`config.mk`:
```
export PLATFORM = sky130hd
export DESIGN_NAME = wfs_status
export DESIGN_NICKNAME = d
export VERILOG_FILES = /design/src/core/wfs_pkg.sv /design/src/core/wfs_cnt_if.sv /design/src/core/wfs_counters.sv /design/src/core/wfs_status.sv
export VERILOG_INCLUDE_DIRS = /design/src /design/src/core
export SDC_FILE = /design/constraint.sdc
export NUM_CORES = 1
export LEC_CHECK = 0
export ABC_CLOCK_PERIOD_IN_PS = 3400
export BUFFER_PORTS_ARGS = -buffer_cell sky130_fd_sc_hd__buf_2
export CORE_MARGIN = 5
export CORE_UTILIZATION = 45
export CTS_CLUSTER_DIAMETER = 200
export DETAILED_ROUTE_END_ITERATION = 6
export PLACE_DENSITY = 0.72
export SYNTH_ARGS = -nofsm -noshare
export SYNTH_HDL_FRONTEND = slang
export SYNTH_SLANG_ARGS = --single-unit
```
`constraint.sdc`:
```
create_clock -name ref_clk_in -period 3.4 [get_ports ref_clk_in]
set_clock_uncertainty 0.15 [all_clocks]
set_input_delay 0.17 -clock ref_clk_in [delete_from_list [all_inputs] [get_ports ref_clk_in]]
set_output_delay 0.17 -clock ref_clk_in [all_outputs]
set_load 0.02 [all_outputs]
```
`src/core/wfs_defines.svh`:
```
// Constants for the wake and fault status register
`ifndef WFS_DEFINES_SVH
`define WFS_DEFINES_SVH

// Register geometry and placement
`define WFS_DATA_W          24
`define WFS_ADDR_W          6
`define WFS_ADDR_STATUS     6'h08

// Single flag positions
`define WFS_BIT_IRQ2_WAKE   23
`define WFS_BIT_IRQ1_WAKE   20
`define WFS_BIT_CAN_WAKE    19
`define WFS_BIT_LIN_WAKE    18
`define WFS_BIT_TIMER_WAKE  17
`define WFS_BIT_DEBUG       16
`define WFS_BIT_MAIN_UV     15
`define WFS_BIT_THERM2      5
`define WFS_BIT_THERM1      4
`define WFS_BIT_FS_THERMAL  3
`define WFS_BIT_FS_WD       2
`define WFS_BIT_WD_FAIL     1
`define WFS_BIT_POR         0

// Multi-bit fields
`define WFS_RESTART_LSB     12
`define WFS_RESTART_W       3
`define WFS_WDCNT_LSB       8
`define WFS_WDCNT_W         4
`define WFS_STATE_LSB       6
`define WFS_STATE_W         2

// Latched flags cleared by read-and-clear; reserved bits 22:21 excluded
`define WFS_FLAG_MASK       24'h9F803F
// Flag value after reset: power-on flag set
`define WFS_FLAG_RESET      24'h000001

// Device state encodings
`define WFS_STATE_ACTIVE    2'h0
`define WFS_STATE_MAIN_SBY  2'h1
`define WFS_STATE_VBAT_SBY  2'h2

// Restart counter quiet window
`define WFS_CLK_HZ          25000000
`define WFS_RESTART_WIN_S   60
`define WFS_RESTART_WIN_CYC (`WFS_RESTART_WIN_S * `WFS_CLK_HZ)

`endif

```
`src/core/wfs_pkg.sv`:
```
// Types shared by the wake and fault status register
package wfs_pkg;

   // Access kinds decoded from a serial frame
   typedef enum logic [1:0] {
      WFS_OP_READ       = 2'h0,
      WFS_OP_READ_CLEAR = 2'h1,
      WFS_OP_WRITE      = 2'h2,
      WFS_OP_NONE       = 2'h3
   } wfs_op_e;

   typedef logic [23:0] wfs_word_t;

endpackage : wfs_pkg

```
`src/core/wfs_cnt_if.sv`:
```
// Carrier between the status register and its counters
`timescale 1ns/1ps
`include "wfs_defines.svh"

interface wfs_cnt_if;
   logic                       restart_event;
   logic                       wd_fail;
   logic                       wd_trigger_ok;
   logic [`WFS_RESTART_W-1:0]  restart_count;
   logic [`WFS_WDCNT_W-1:0]    wd_count;

   modport status (
      output restart_event,
      output wd_fail,
      output wd_trigger_ok,
      input  restart_count,
      input  wd_count
   );

   modport counters (
      input  restart_event,
      input  wd_fail,
      input  wd_trigger_ok,
      output restart_count,
      output wd_count
   );
endinterface : wfs_cnt_if

```
`src/core/wfs_counters.sv`:
```
// Restart and watchdog failure counters, immune to read-and-clear
`timescale 1ns/1ps
`include "wfs_defines.svh"

module wfs_counters #(
   parameter int unsigned RESTART_WIN_CYC = `WFS_RESTART_WIN_CYC
) (
   input  wire logic     ref_clk_in,
   input  wire logic     rst_in,
   wfs_cnt_if.counters   cnt
);
   import wfs_pkg::*;

   logic [30:0]                 quiet_timer;
   logic                        quiet_armed;
   logic [`WFS_RESTART_W-1:0]   restart_count;
   logic [`WFS_WDCNT_W-1:0]     wd_count;
   logic                        quiet_done;
   logic                        restart_full;
   logic                        wd_full;

   // Window end and saturation decode
   assign quiet_done   = (quiet_timer == 31'(RESTART_WIN_CYC - 1));
   assign restart_full = &restart_count;
   assign wd_full      = &wd_count;

   // Restart count, cleared after a quiet minute
   always_ff @(posedge ref_clk_in or posedge rst_in) begin
      if (rst_in) begin
         restart_count <= '0;
         quiet_timer   <= '0;
         quiet_armed   <= 1'b0;
      end else if (cnt.restart_event) begin // see RL7
         restart_count <= restart_count + {{(`WFS_RESTART_W-1){1'b0}},
                                           !restart_full};
         quiet_timer   <= '0;
         quiet_armed   <= 1'b1;
      end else if (quiet_armed && quiet_done) begin // see RL7
         restart_count <= '0;
         quiet_timer   <= '0;
         quiet_armed   <= 1'b0;
      end else if (quiet_armed) begin
         quiet_timer   <= quiet_timer + 31'h1;
      end
   end

   // Consecutive watchdog failures, cleared by a good trigger
   always_ff @(posedge ref_clk_in or posedge rst_in) begin
      if (rst_in) begin
         wd_count <= '0;
      end else if (cnt.wd_fail) begin // see RL8
         wd_count <= wd_count + {{(`WFS_WDCNT_W-1){1'b0}}, !wd_full};
      end else if (cnt.wd_trigger_ok) begin // see RL8
         wd_count <= '0;
      end
   end

   assign cnt.restart_count = restart_count;
   assign cnt.wd_count      = wd_count;

endmodule : wfs_counters

```
`src/core/wfs_status.sv`:
```
// Wake-up and fault status register with read-and-clear access
//
// How it works
// RL1: Interrupt-two sets bit 23, interrupt-one bit 20.
// RL2: CAN wake-up latches bit 19.
// RL3: LIN wake-up latches bit 18.
// RL4: Timer wake-up latches bit 17.
// RL5: Active debug mode latches bit 16.
// RL6: Main regulator undervoltage latches bit 15.
// RL7: Bits 14:12 count restarts, cleared after quiet minute.
// RL8: Bits 11:8 count watchdog failures, good trigger clears.
// RL9: Bits 7:6 encode the device state.
// RL10: State held until read-and-clear, then refreshed.
// RL11: Thermal stage two latches bit 5.
// RL12: Thermal stage one latches bit 4.
// RL13: Thermal or short forced sleep latches bit 3.
// RL14: Watchdog forced sleep latches bit 2.
// RL15: Any watchdog failure latches bit 1.
// RL16: Power-on reset latches bit 0.
// RL17: Writes ignored and reported as invalid commands.
// RL18: Read-and-clear returns contents, clears flags, keeps events.
// RL19: Bits 22 and 21 always read zero.
`timescale 1ns/1ps
`include "wfs_defines.svh"

module wfs_status #(
   parameter int unsigned RESTART_WIN_CYC = `WFS_RESTART_WIN_CYC
) (
   input  wire logic                     ref_clk_in,
   input  wire logic                     rst_in,
   // Wake-up sources, one-cycle pulses from the wake logic
   input  wire logic                     ext_irq_two_wake_in,
   input  wire logic                     ext_irq_one_wake_in,
   input  wire logic                     can_wake_in,
   input  wire logic                     lin_wake_in,
   input  wire logic                     timer_wake_in,
   // Standby exit and which standby it was
   input  wire logic                     standby_wake_in,
   input  wire logic                     vbat_standby_in,
   // Levels and pulses from supervision logic
   input  wire logic                     debug_active_in,
   input  wire logic                     main_regulator_uv_in,
   input  wire logic                     thermal_stage_two_in,
   input  wire logic                     thermal_stage_one_in,
   input  wire logic                     main_regulator_restart_in,
   input  wire logic                     forced_sleep_thermal_in,
   input  wire logic                     forced_sleep_watchdog_in,
   input  wire logic                     watchdog_fail_in,
   input  wire logic                     watchdog_trigger_ok_in,
   input  wire logic                     power_on_reset_in,
   // Decoded serial access
   input  wire logic                     acc_valid_in,
   input  wire logic [`WFS_ADDR_W-1:0]   acc_addr_in,
   input  wire wfs_pkg::wfs_op_e         acc_op_in,
   // Answer to the serial logic
   output logic [`WFS_DATA_W-1:0]        rd_data_out,
   output logic                          rd_valid_out,
   output logic                          invalid_cmd_out
);
   import wfs_pkg::*;

   ////////////////////////////////////////////////////////////////////////
   // Helpers

   // Place one event at its bit position
   function automatic wfs_word_t wfs_place(input int unsigned pos,
                                           input logic        value);
      wfs_word_t word;
      word      = '0;
      word[pos] = value;
      return word;
   endfunction : wfs_place

   // Place a field at its low bit position
   function automatic wfs_word_t wfs_field(input int unsigned pos,
                                           input logic [3:0]  value);
      wfs_word_t word;
      word = wfs_word_t'(value) << pos;
      return word;
   endfunction : wfs_field

   ////////////////////////////////////////////////////////////////////////
   // Declarations

   wfs_word_t                   flags;
   wfs_word_t                   next_flags;
   wfs_word_t                   set_vec;
   wfs_word_t                   clr_vec;
   wfs_word_t                   contents;
   logic [`WFS_STATE_W-1:0]     dev_state;
   logic [`WFS_STATE_W-1:0]     next_dev_state;
   logic [`WFS_STATE_W-1:0]     wake_state;
   logic                        addr_hit;
   logic                        read_hit;
   logic                        clear_hit;
   logic                        write_hit;
   logic [`WFS_DATA_W-1:0]      next_rd_data;
   logic                        next_rd_valid;
   logic                        next_invalid_cmd;
   logic [`WFS_RESTART_W-1:0]   restart_count;
   logic [`WFS_WDCNT_W-1:0]     wd_count;

   wfs_cnt_if cnt_bus ();

   ////////////////////////////////////////////////////////////////////////
   // Access decode

   // Only this register's address is answered here
   assign addr_hit  = acc_valid_in && (acc_addr_in == `WFS_ADDR_STATUS);
   assign read_hit  = addr_hit && (acc_op_in == WFS_OP_READ);
   assign clear_hit = addr_hit && (acc_op_in == WFS_OP_READ_CLEAR);
   assign write_hit = addr_hit && (acc_op_in == WFS_OP_WRITE); // see RL17

   ////////////////////////////////////////////////////////////////////////
   // Event collection

   // Wake-up sources and supervision events
   assign set_vec =
        wfs_place(`WFS_BIT_IRQ2_WAKE,  ext_irq_two_wake_in)      // see RL1
      | wfs_place(`WFS_BIT_IRQ1_WAKE,  ext_irq_one_wake_in)      // see RL1
      | wfs_place(`WFS_BIT_CAN_WAKE,   can_wake_in)              // see RL2
      | wfs_place(`WFS_BIT_LIN_WAKE,   lin_wake_in)              // see RL3
      | wfs_place(`WFS_BIT_TIMER_WAKE, timer_wake_in)            // see RL4
      | wfs_place(`WFS_BIT_DEBUG,      debug_active_in)          // see RL5
      | wfs_place(`WFS_BIT_MAIN_UV,    main_regulator_uv_in)     // see RL6
      | wfs_place(`WFS_BIT_THERM2,     thermal_stage_two_in)     // see RL11
      | wfs_place(`WFS_BIT_THERM1,     thermal_stage_one_in)     // see RL12
      | wfs_place(`WFS_BIT_FS_THERMAL, forced_sleep_thermal_in)  // see RL13
      | wfs_place(`WFS_BIT_FS_WD,      forced_sleep_watchdog_in) // see RL14
      | wfs_place(`WFS_BIT_WD_FAIL,    watchdog_fail_in)         // see RL15
      | wfs_place(`WFS_BIT_POR,        power_on_reset_in);       // see RL16

   // Read-and-clear wipes latched flags here, state refreshed below, counters untouched
   assign clr_vec = clear_hit ? wfs_word_t'(`WFS_FLAG_MASK) : '0; // see RL18

   // Set wins over a clear in the same cycle; reserved stay zero
   assign next_flags = ((flags & ~clr_vec) | set_vec)
                       & wfs_word_t'(`WFS_FLAG_MASK); // see RL18 RL19

   ////////////////////////////////////////////////////////////////////////
   // Device state field

   // Code for the standby just left
   assign wake_state = vbat_standby_in ? `WFS_STATE_VBAT_SBY
                                       : `WFS_STATE_MAIN_SBY; // see RL9

   // Wake-up overrides; clear refreshes to plain active
   assign next_dev_state = standby_wake_in ? wake_state
                         : clear_hit       ? `WFS_STATE_ACTIVE
                         :                   dev_state; // see RL10

   ////////////////////////////////////////////////////////////////////////
   // Latched state

   // Flags come up with the power-on flag already set
   always_ff @(posedge ref_clk_in or posedge rst_in) begin
      if (rst_in) begin
         flags <= wfs_word_t'(`WFS_FLAG_RESET); // see RL16
      end else begin
         flags <= next_flags;
      end
   end

   // State field changes only on a standby wake-up or a read-and-clear access
   always_ff @(posedge ref_clk_in or posedge rst_in) begin
      if (rst_in) begin
         dev_state <= `WFS_STATE_ACTIVE; // see RL9
      end else begin
         dev_state <= next_dev_state; // see RL10
      end
   end

   ////////////////////////////////////////////////////////////////////////
   // Counters

   // Events passed to the counter block
   assign cnt_bus.restart_event = main_regulator_restart_in; // see RL7
   assign cnt_bus.wd_fail       = watchdog_fail_in;          // see RL8
   assign cnt_bus.wd_trigger_ok = watchdog_trigger_ok_in;    // see RL8
   assign restart_count         = cnt_bus.restart_count;
   assign wd_count              = cnt_bus.wd_count;

   wfs_counters #(
      .RESTART_WIN_CYC (RESTART_WIN_CYC)
   ) u_counters (
      .ref_clk_in      (ref_clk_in),
      .rst_in          (rst_in),
      .cnt             (cnt_bus.counters)
   );

   ////////////////////////////////////////////////////////////////////////
   // Read path

   // Assembled register image
   assign contents = flags
      | wfs_field(`WFS_RESTART_LSB, {1'b0, restart_count}) // see RL7
      | wfs_field(`WFS_WDCNT_LSB,   wd_count)              // see RL8
      | wfs_field(`WFS_STATE_LSB,   {2'h0, dev_state});    // see RL9

   // Answer holds pre-clear contents; writes return nothing
   assign next_rd_data     = (read_hit || clear_hit) ? contents
                                                     : rd_data_out;
   assign next_rd_valid    = read_hit || clear_hit;  // see RL18
   assign next_invalid_cmd = write_hit;              // see RL17

   // Answer registers
   always_ff @(posedge ref_clk_in or posedge rst_in) begin
      if (rst_in) begin
         rd_data_out     <= '0;
         rd_valid_out    <= 1'b0;
         invalid_cmd_out <= 1'b0;
      end else begin
         rd_data_out     <= next_rd_data;
         rd_valid_out    <= next_rd_valid;
         invalid_cmd_out <= next_invalid_cmd; // see RL17
      end
   end

endmodule : wfs_status

```
==> results of run 1 <==
## final cells by class
cell class	instances	area (um2)	area share, %
Sequential cell	78	1950	45.8
Clock buffer	12	155	3.64
Clock inverter	4	53.8	1.26
Multi-Input combinational cell	218	1450	34.1
Tap cell	102	128	2.99
Inverter	4	15.0	0.352
Timing Repair Buffer	77	505	11.9
## worst register-to-register path, stage by stage, from the launching register on
cell and delay (ps):
dfrtp_1 480, nand4_1 200, or4_1 830, or4_1 610, a21oi_1 160
## power groups by stage
| stage | combinational [mW] | clock (mW) | sequential [mW] |
|---|---|---|---|
| finish | 0.234 | 0.723 | 1.03 |
| global route | 0.267 | 0.781 | 1.04 |
| CTS | 0.236 | 0.744 | 1.03 |
| detailed placement | 0.217 | 0 | 1.05 |
| global placement | 0.210 | 0 | 1.05 |
| floorplan | 0.109 | 0 | 1.08 |
## metal layers
metal / routed length [um] / up-vias / track usage [%]
li1: - / 1292 / -
met1: 3430 / 1322 / 21.5
met2: 3390 / 64 / 26.1
met4: 93 / 0 / 5.88
met5: 0 / - / 0
met3: 383 / 10 / 4.07
## through the flow
step	area, um2	util [%]	setup WS [ps]
after global placement	3830	50.1	970
after CTS	4260	55.7	882
after floorplan	3500	-	1050
after detailed placement	3830	50.1	902
final	4260	55.7	890
after global routing	4260	55.7	737
## logic make-up after synthesis
kind of cell             Yosys count  share of synthesized area, %
multiplexers                      25                          7.94
other                              1                         0.107
XOR/XNOR                          10                          2.50
buffers and inverters             20                          2.83
AND/OR/NAND/NOR                  110                          17.4
adder cells (fa/ha/maj)            5                          1.79
flip-flops                        78                          55.8
AO/OA/AOI/OAI                     66                          11.6
## sequential cells by signal, summed over array words and instances, names as in the netlist
name,cells
rd_valid_out,1
rd_data_out,22
dev_state,2
u_counters.quiet_armed,1
invalid_cmd_out,1
u_counters.cnt.wd_count,4
flags,13
u_counters.cnt.restart_count,3
u_counters.quiet_timer,31
## cells in the mapped netlist (4+ instances only)
library cell	n	area (um2)
a21o_1	13	97.6
a21oi_1	21	105
clkbuf_1	9	33.8
dfrtp_1	77	1930
ha_1	5	62.6
inv_1	4	15.0
mux2_2	22	248
nand2_1	27	101
nand3_1	4	20.0
nand4_1	19	119
nor2_1	15	56.3
nor3_1	5	25.0
o21ai_0	20	100
o31ai_1	8	60.1
or3_1	12	75.1
or4_1	11	82.6
xnor2_1	5	43.8
xor2_1	5	43.8
## worst min-delay path by stage
stage / start / end / cells after the start
after floorplan: acc_op_in[0] / invalid_cmd_out$_DFF_PP0_ / 1
after global placement: rst_in / rd_data_out[23]$_DFFE_PP0P_ / 2
after detailed placement: rst_in / rd_data_out[6]$_DFFE_PP0P_ / 2
after CTS: acc_op_in[1] / rd_valid_out$_DFF_PP0_ / 3
after global routing: acc_op_in[1] / rd_valid_out$_DFF_PP0_ / 3
final: acc_op_in[1] / rd_valid_out$_DFF_PP0_ / 3
==> results.toml, run 1 <==
[outcome]
status = "finished, final reports clean"

[floorplanning]
die_area_mm2 = 0.00963
row_count = 32
ioPinCount = 54
die_y_um = 98.2
start_util_pct = 45.7
core_mm2 = 0.00765
dieWidth_um = 98.2

[placed_design]
io_buffers = 51
placedCellCount = 457
place_hpwl_um = 4890
routabilityCongestion = 0.825

[critical_path]
critPathKind = "reg -> reg"
critPathArrivalTime_ps = 2630
cp_cell_sequence = "nand4_1, or4_1, or4_1, a21oi_1"
slowest_delay_ps = 830
ff2ff_setup_slack_ps = 890
crit_cells = 4
cp-startpoint = "u_counters.quiet_armed$_DFFE_PP0P_"
critPathSlowestCell = "or4_1"
path_max_fanout = 19
crit_end = "u_counters.quiet_timer[29]$_DFFE_PP0P_"
cp_top_family = "simple AND/OR/NAND/NOR gates"
crit_path_end_kind = "flip-flop"
reg2regPathDepth = 4
rr_endpoint = "u_counters.quiet_timer[29]$_DFFE_PP0P_"
path_buf_inv = 0
path_common_cell = "or4_1"
start_kind = "flip-flop"
crit_required_ps = 3520
reg2reg_from = "u_counters.quiet_armed$_DFFE_PP0P_"

[yosys]
synth.distinct_cells = 39
synth_ff_type = "dfrtp_1"
netlist_area_mm2 = 0.00350
synth_seq_cells = 78
syn_area_per_cell_um2 = 11.1
synthArstFlopShare_pct = 100
synthesis.instances = 315
ys_seq_area_share_pct = 55.8
synth_edf_count = 0
yosys_warnings = 0

[detailed_routing]
final_antenna_net_count = 0
wl_um = 7300
dr.pass1.iters = 4
drcViolationCount = 0
avgViaCountPerCell = 5.43
num_vias = 2688
wl_per_cell_um = 14.7
drt-initial-drc-count = 140

[grt]
antenna_found_initial = 0
grt_pass1_wl_um = 12900
grt_pass1_vias = 2731
overflow = 0
grt_max_degree = 34
grtUsageTotal_pct = 16.3

[timing]
hold_violations = 0
worst_pin_slew_ps = 699
fmax_mhz = 398
whs_ps = 109
min_period_over_period_pct = 73.8
tns_ps = 0
setup_viol = 0
slew_viol_final = 0
rsz0062_at_grt = "no"
relSlewSlack_pct = 53.3
period_needed_ps = 2510

[pwr]
combPwrFrac_pct = 11.8
swShare_pct = 25.8
vdd_drop_max_mv = 0.185
p_sw_uw = 513
cellLeakagePower_nw = 1.85
clkPwrFrac_pct = 36.4
power.density_mw_per_mm2 = 466
p_seq_share_pct = 51.8
total_power_mw = 1.99
internal_power_mw = 1.47

[cells_and_area]
drive_gt1_share_pct = 24.9
area_delta_synth_final_pct = 21.9
stdcell_count = 495
antennaDiodeCount = 0
nets = 421
nFillCells = 646
final_cell_mix = "dfrtp_1 (77), buf_2 (51), nand2_1 (27)"
final_common_cell = "dfrtp_1"

[clock_tree]
h-tree-depth = 3
numCtsBuffers = 9
clk_pin_slew_ps = 80
cts_hold_buf = 22
post-cts-setup-buffers = 0
ctsResizeCount = 0
clock_path_buffers = 2
clk_latency_ps = 350
cts-root-buf = "clkbuf_8"
clock-sinks = 78
cts_tree = "built"

[job]
maxCapViolations = 0

[worst_hold_path]
hp-class = "in -> reg"
(Power assumes the default switching activity.)
==> run 2: changes to the inputs <==
- ABC_CLOCK_PERIOD_IN_PS: 3400 -> 2000
- PLACE_DENSITY: 0.72 -> 0.74
- clock period: 3.4 -> 2 ns (I/O delays scaled with it)
==> run 2 against run 1 <==
  * Maximum frequency is 13% higher
  * Highest routed layer unchanged
  * Non-clock buffer count increased by 50
  * Hold slack improved by 29 ps
  * Die area stayed put
  * Global-route usage up 2.4 points
  * The run now ends with setup timing left
  * Sequential power rose by 70%
  * Largest power group unchanged
  * Cell count up 10%
==> results.toml, run 2 (synthesis results as in run 1) <==
[detailed_routing]
final_antenna_net_count = 0
drcViolationCount = 0
wl_um = 8810
avgViaCountPerCell = 5.47
num_vias = 2983
dr.pass1.iters = 4
drt-initial-drc-count = 152
wl_per_cell_um = 16.2

[pwr]
internal_power_mw = 2.60
swShare_pct = 25.7
clkPwrFrac_pct = 36.7
power.density_mw_per_mm2 = 725
combPwrFrac_pct = 13.2
p_seq_share_pct = 50.1
p_sw_uw = 898
total_power_mw = 3.50
vdd_drop_max_mv = 0.292
cellLeakagePower_nw = 2.15

[grt]
grt_pass1_vias = 3076
grt_max_degree = 28
grt_pass1_wl_um = 14800
overflow = 0
antenna_found_initial = 0
grtUsageTotal_pct = 18.6

[worst_hold_path]
hp-class = "in -> reg"

[placed_design]
place_hpwl_um = 5640
io_buffers = 51
routabilityCongestion = 0.864

[timing]
hold_violations = 0
min_period_over_period_pct = 111
tns_ps = -6500
fmax_mhz = 449
relSlewSlack_pct = 61.2
slew_viol_final = 0
setup_viol = 33
rsz0062_at_grt = "yes"
fin_ws_ps = -225
period_needed_ps = 2220
worst_pin_slew_ps = 580

[floorplanning]
die_area_mm2 = 0.00963
core_mm2 = 0.00765
ioPinCount = 54
dieWidth_um = 98.2
row_count = 32
die_y_um = 98.2
start_util_pct = 45.7

[critical_path]
crit_required_ps = 2080
critPathArrivalTime_ps = 2300
slowest_delay_ps = 530
critPathSlowestCell = "or4b_1"
reg2regPathDepth = 6
path_max_fanout = 7
crit_cells = 6
rr_endpoint = "u_counters.quiet_timer[7]$_DFFE_PP0P_"
crit_end = "u_counters.quiet_timer[7]$_DFFE_PP0P_"
crit_path_end_kind = "flip-flop"
critPathKind = "reg -> reg"
start_kind = "flip-flop"
cp_top_family = "simple AND/OR/NAND/NOR gates"
cp_cell_sequence = "or4b_1, or4_4, o31ai_4, buf_6, buf_16, nor2_1"
cp-startpoint = "u_counters.quiet_timer[16]$_DFFE_PP0P_"
path_buf_inv = 2
ff2ff_setup_slack_ps = -220
reg2reg_from = "u_counters.quiet_timer[16]$_DFFE_PP0P_"

[outcome]
status = "finished with violations"
violations = "setup timing"

[clock_tree]
clock-sinks = 78
clk_pin_slew_ps = 90
cts_tree = "built"
numCtsBuffers = 9
clk_latency_ps = 340
cts-root-buf = "clkbuf_8"
clock_path_buffers = 2
h-tree-depth = 3

[cells_and_area]
antennaDiodeCount = 0
nFillCells = 596
nets = 471
final_cell_mix = "dfrtp_1 (77), buf_2 (51), buf_4 (44)"
largest_register = "u_counters.quiet_timer"
largest_reg_flops = 31
final_common_cell = "dfrtp_1"
area_delta_synth_final_pct = 38.0
reg_top3 = "u_counters.quiet_timer: 31 flops, rd_data_out: 22 flops, flags: 13 flops"
fin_util_pct = 63.1
drive_gt1_share_pct = 37.9

[job]
maxCapViolations = 0
==> run 2: what timing repair did <==
action / in CTS / in global routing
pin swaps: 4 / 4
setup endpoints to repair: 33 / 33
cloned: 2 / 0
hold buffers: 23 / 0
gates resized for setup: 14 / 22
buffers inserted: 4 / 2
endpoints found under the hold margin: 49 / 0
==> run 2: metal layers <==
metal  up-vias  routed length (um)  share of wire [%]  track usage, %
met3        15                 459                5.2            4.50
met5         -                   0                  0               0
met2        82                4420                 50            31.6
met4         0                 118                1.3            5.36
li1       1404                   -                  -               -
met1      1482                3810                 43            23.8
==> run 2: power by group through the flow <==
stage | registers (mW) | logic, mW | clock network [mW]
after floorplan | 1.83 | 0.187 | 0
after global placement | 1.78 | 0.379 | 0
after detailed placement | 1.78 | 0.398 | 0
after CTS | 1.75 | 0.459 | 1.30
after global routing | 1.77 | 0.515 | 1.37
final | 1.75 | 0.461 | 1.29
==> run 2: layout make-up <==
| class | instances | area, um2 | area share (%) |
|---|---|---|---|
| tap | 102 | 128 | 2.64 |
| clock inverter | 5 | 83.8 | 1.74 |
| sequential | 78 | 1950 | 40.5 |
| timing repair buffer | 127 | 976 | 20.2 |
| inverter | 4 | 18.8 | 0.389 |
| clock buffer | 11 | 131 | 2.72 |
| multi-input combinational | 218 | 1540 | 31.8 |
==> run 2: through the flow <==
step | std cells | setup WS [ps] | hold WS (ps) | instance area (um2)
after floorplan | 316 | -332 | 20.8 | 3520
after global placement | 498 | -224 | 51.3 | 4170
after detailed placement | 498 | -267 | 49.3 | 4170
after CTS | 543 | -202 | 98.6 | 4740
after global routing | 545 | -276 | 156 | 4830
final | 545 | -225 | 139 | 4830
==> run 2: worst reg2reg max path: cells and delay by family (launching register included) <==
family          cells  cell delay (ps)
compound gates      1              240
buf+inv             2              310
simple gates        3             1030
flops               1              390
==> run 2: worst min-delay path by stage <==
stage,from,to,slack [ps],cells past startpoint
after floorplan,acc_op_in[0],invalid_cmd_out$_DFF_PP0_,20,1
after global placement,rst_in,flags[16]$_DFF_PP0_,50,2
after detailed placement,rst_in,rd_data_out[16]$_DFFE_PP0P_,50,2
after CTS,acc_addr_in[5],rd_valid_out$_DFF_PP0_,100,5
after global routing,acc_addr_in[2],rd_valid_out$_DFF_PP0_,160,5
final,acc_addr_in[2],rd_valid_out$_DFF_PP0_,140,5
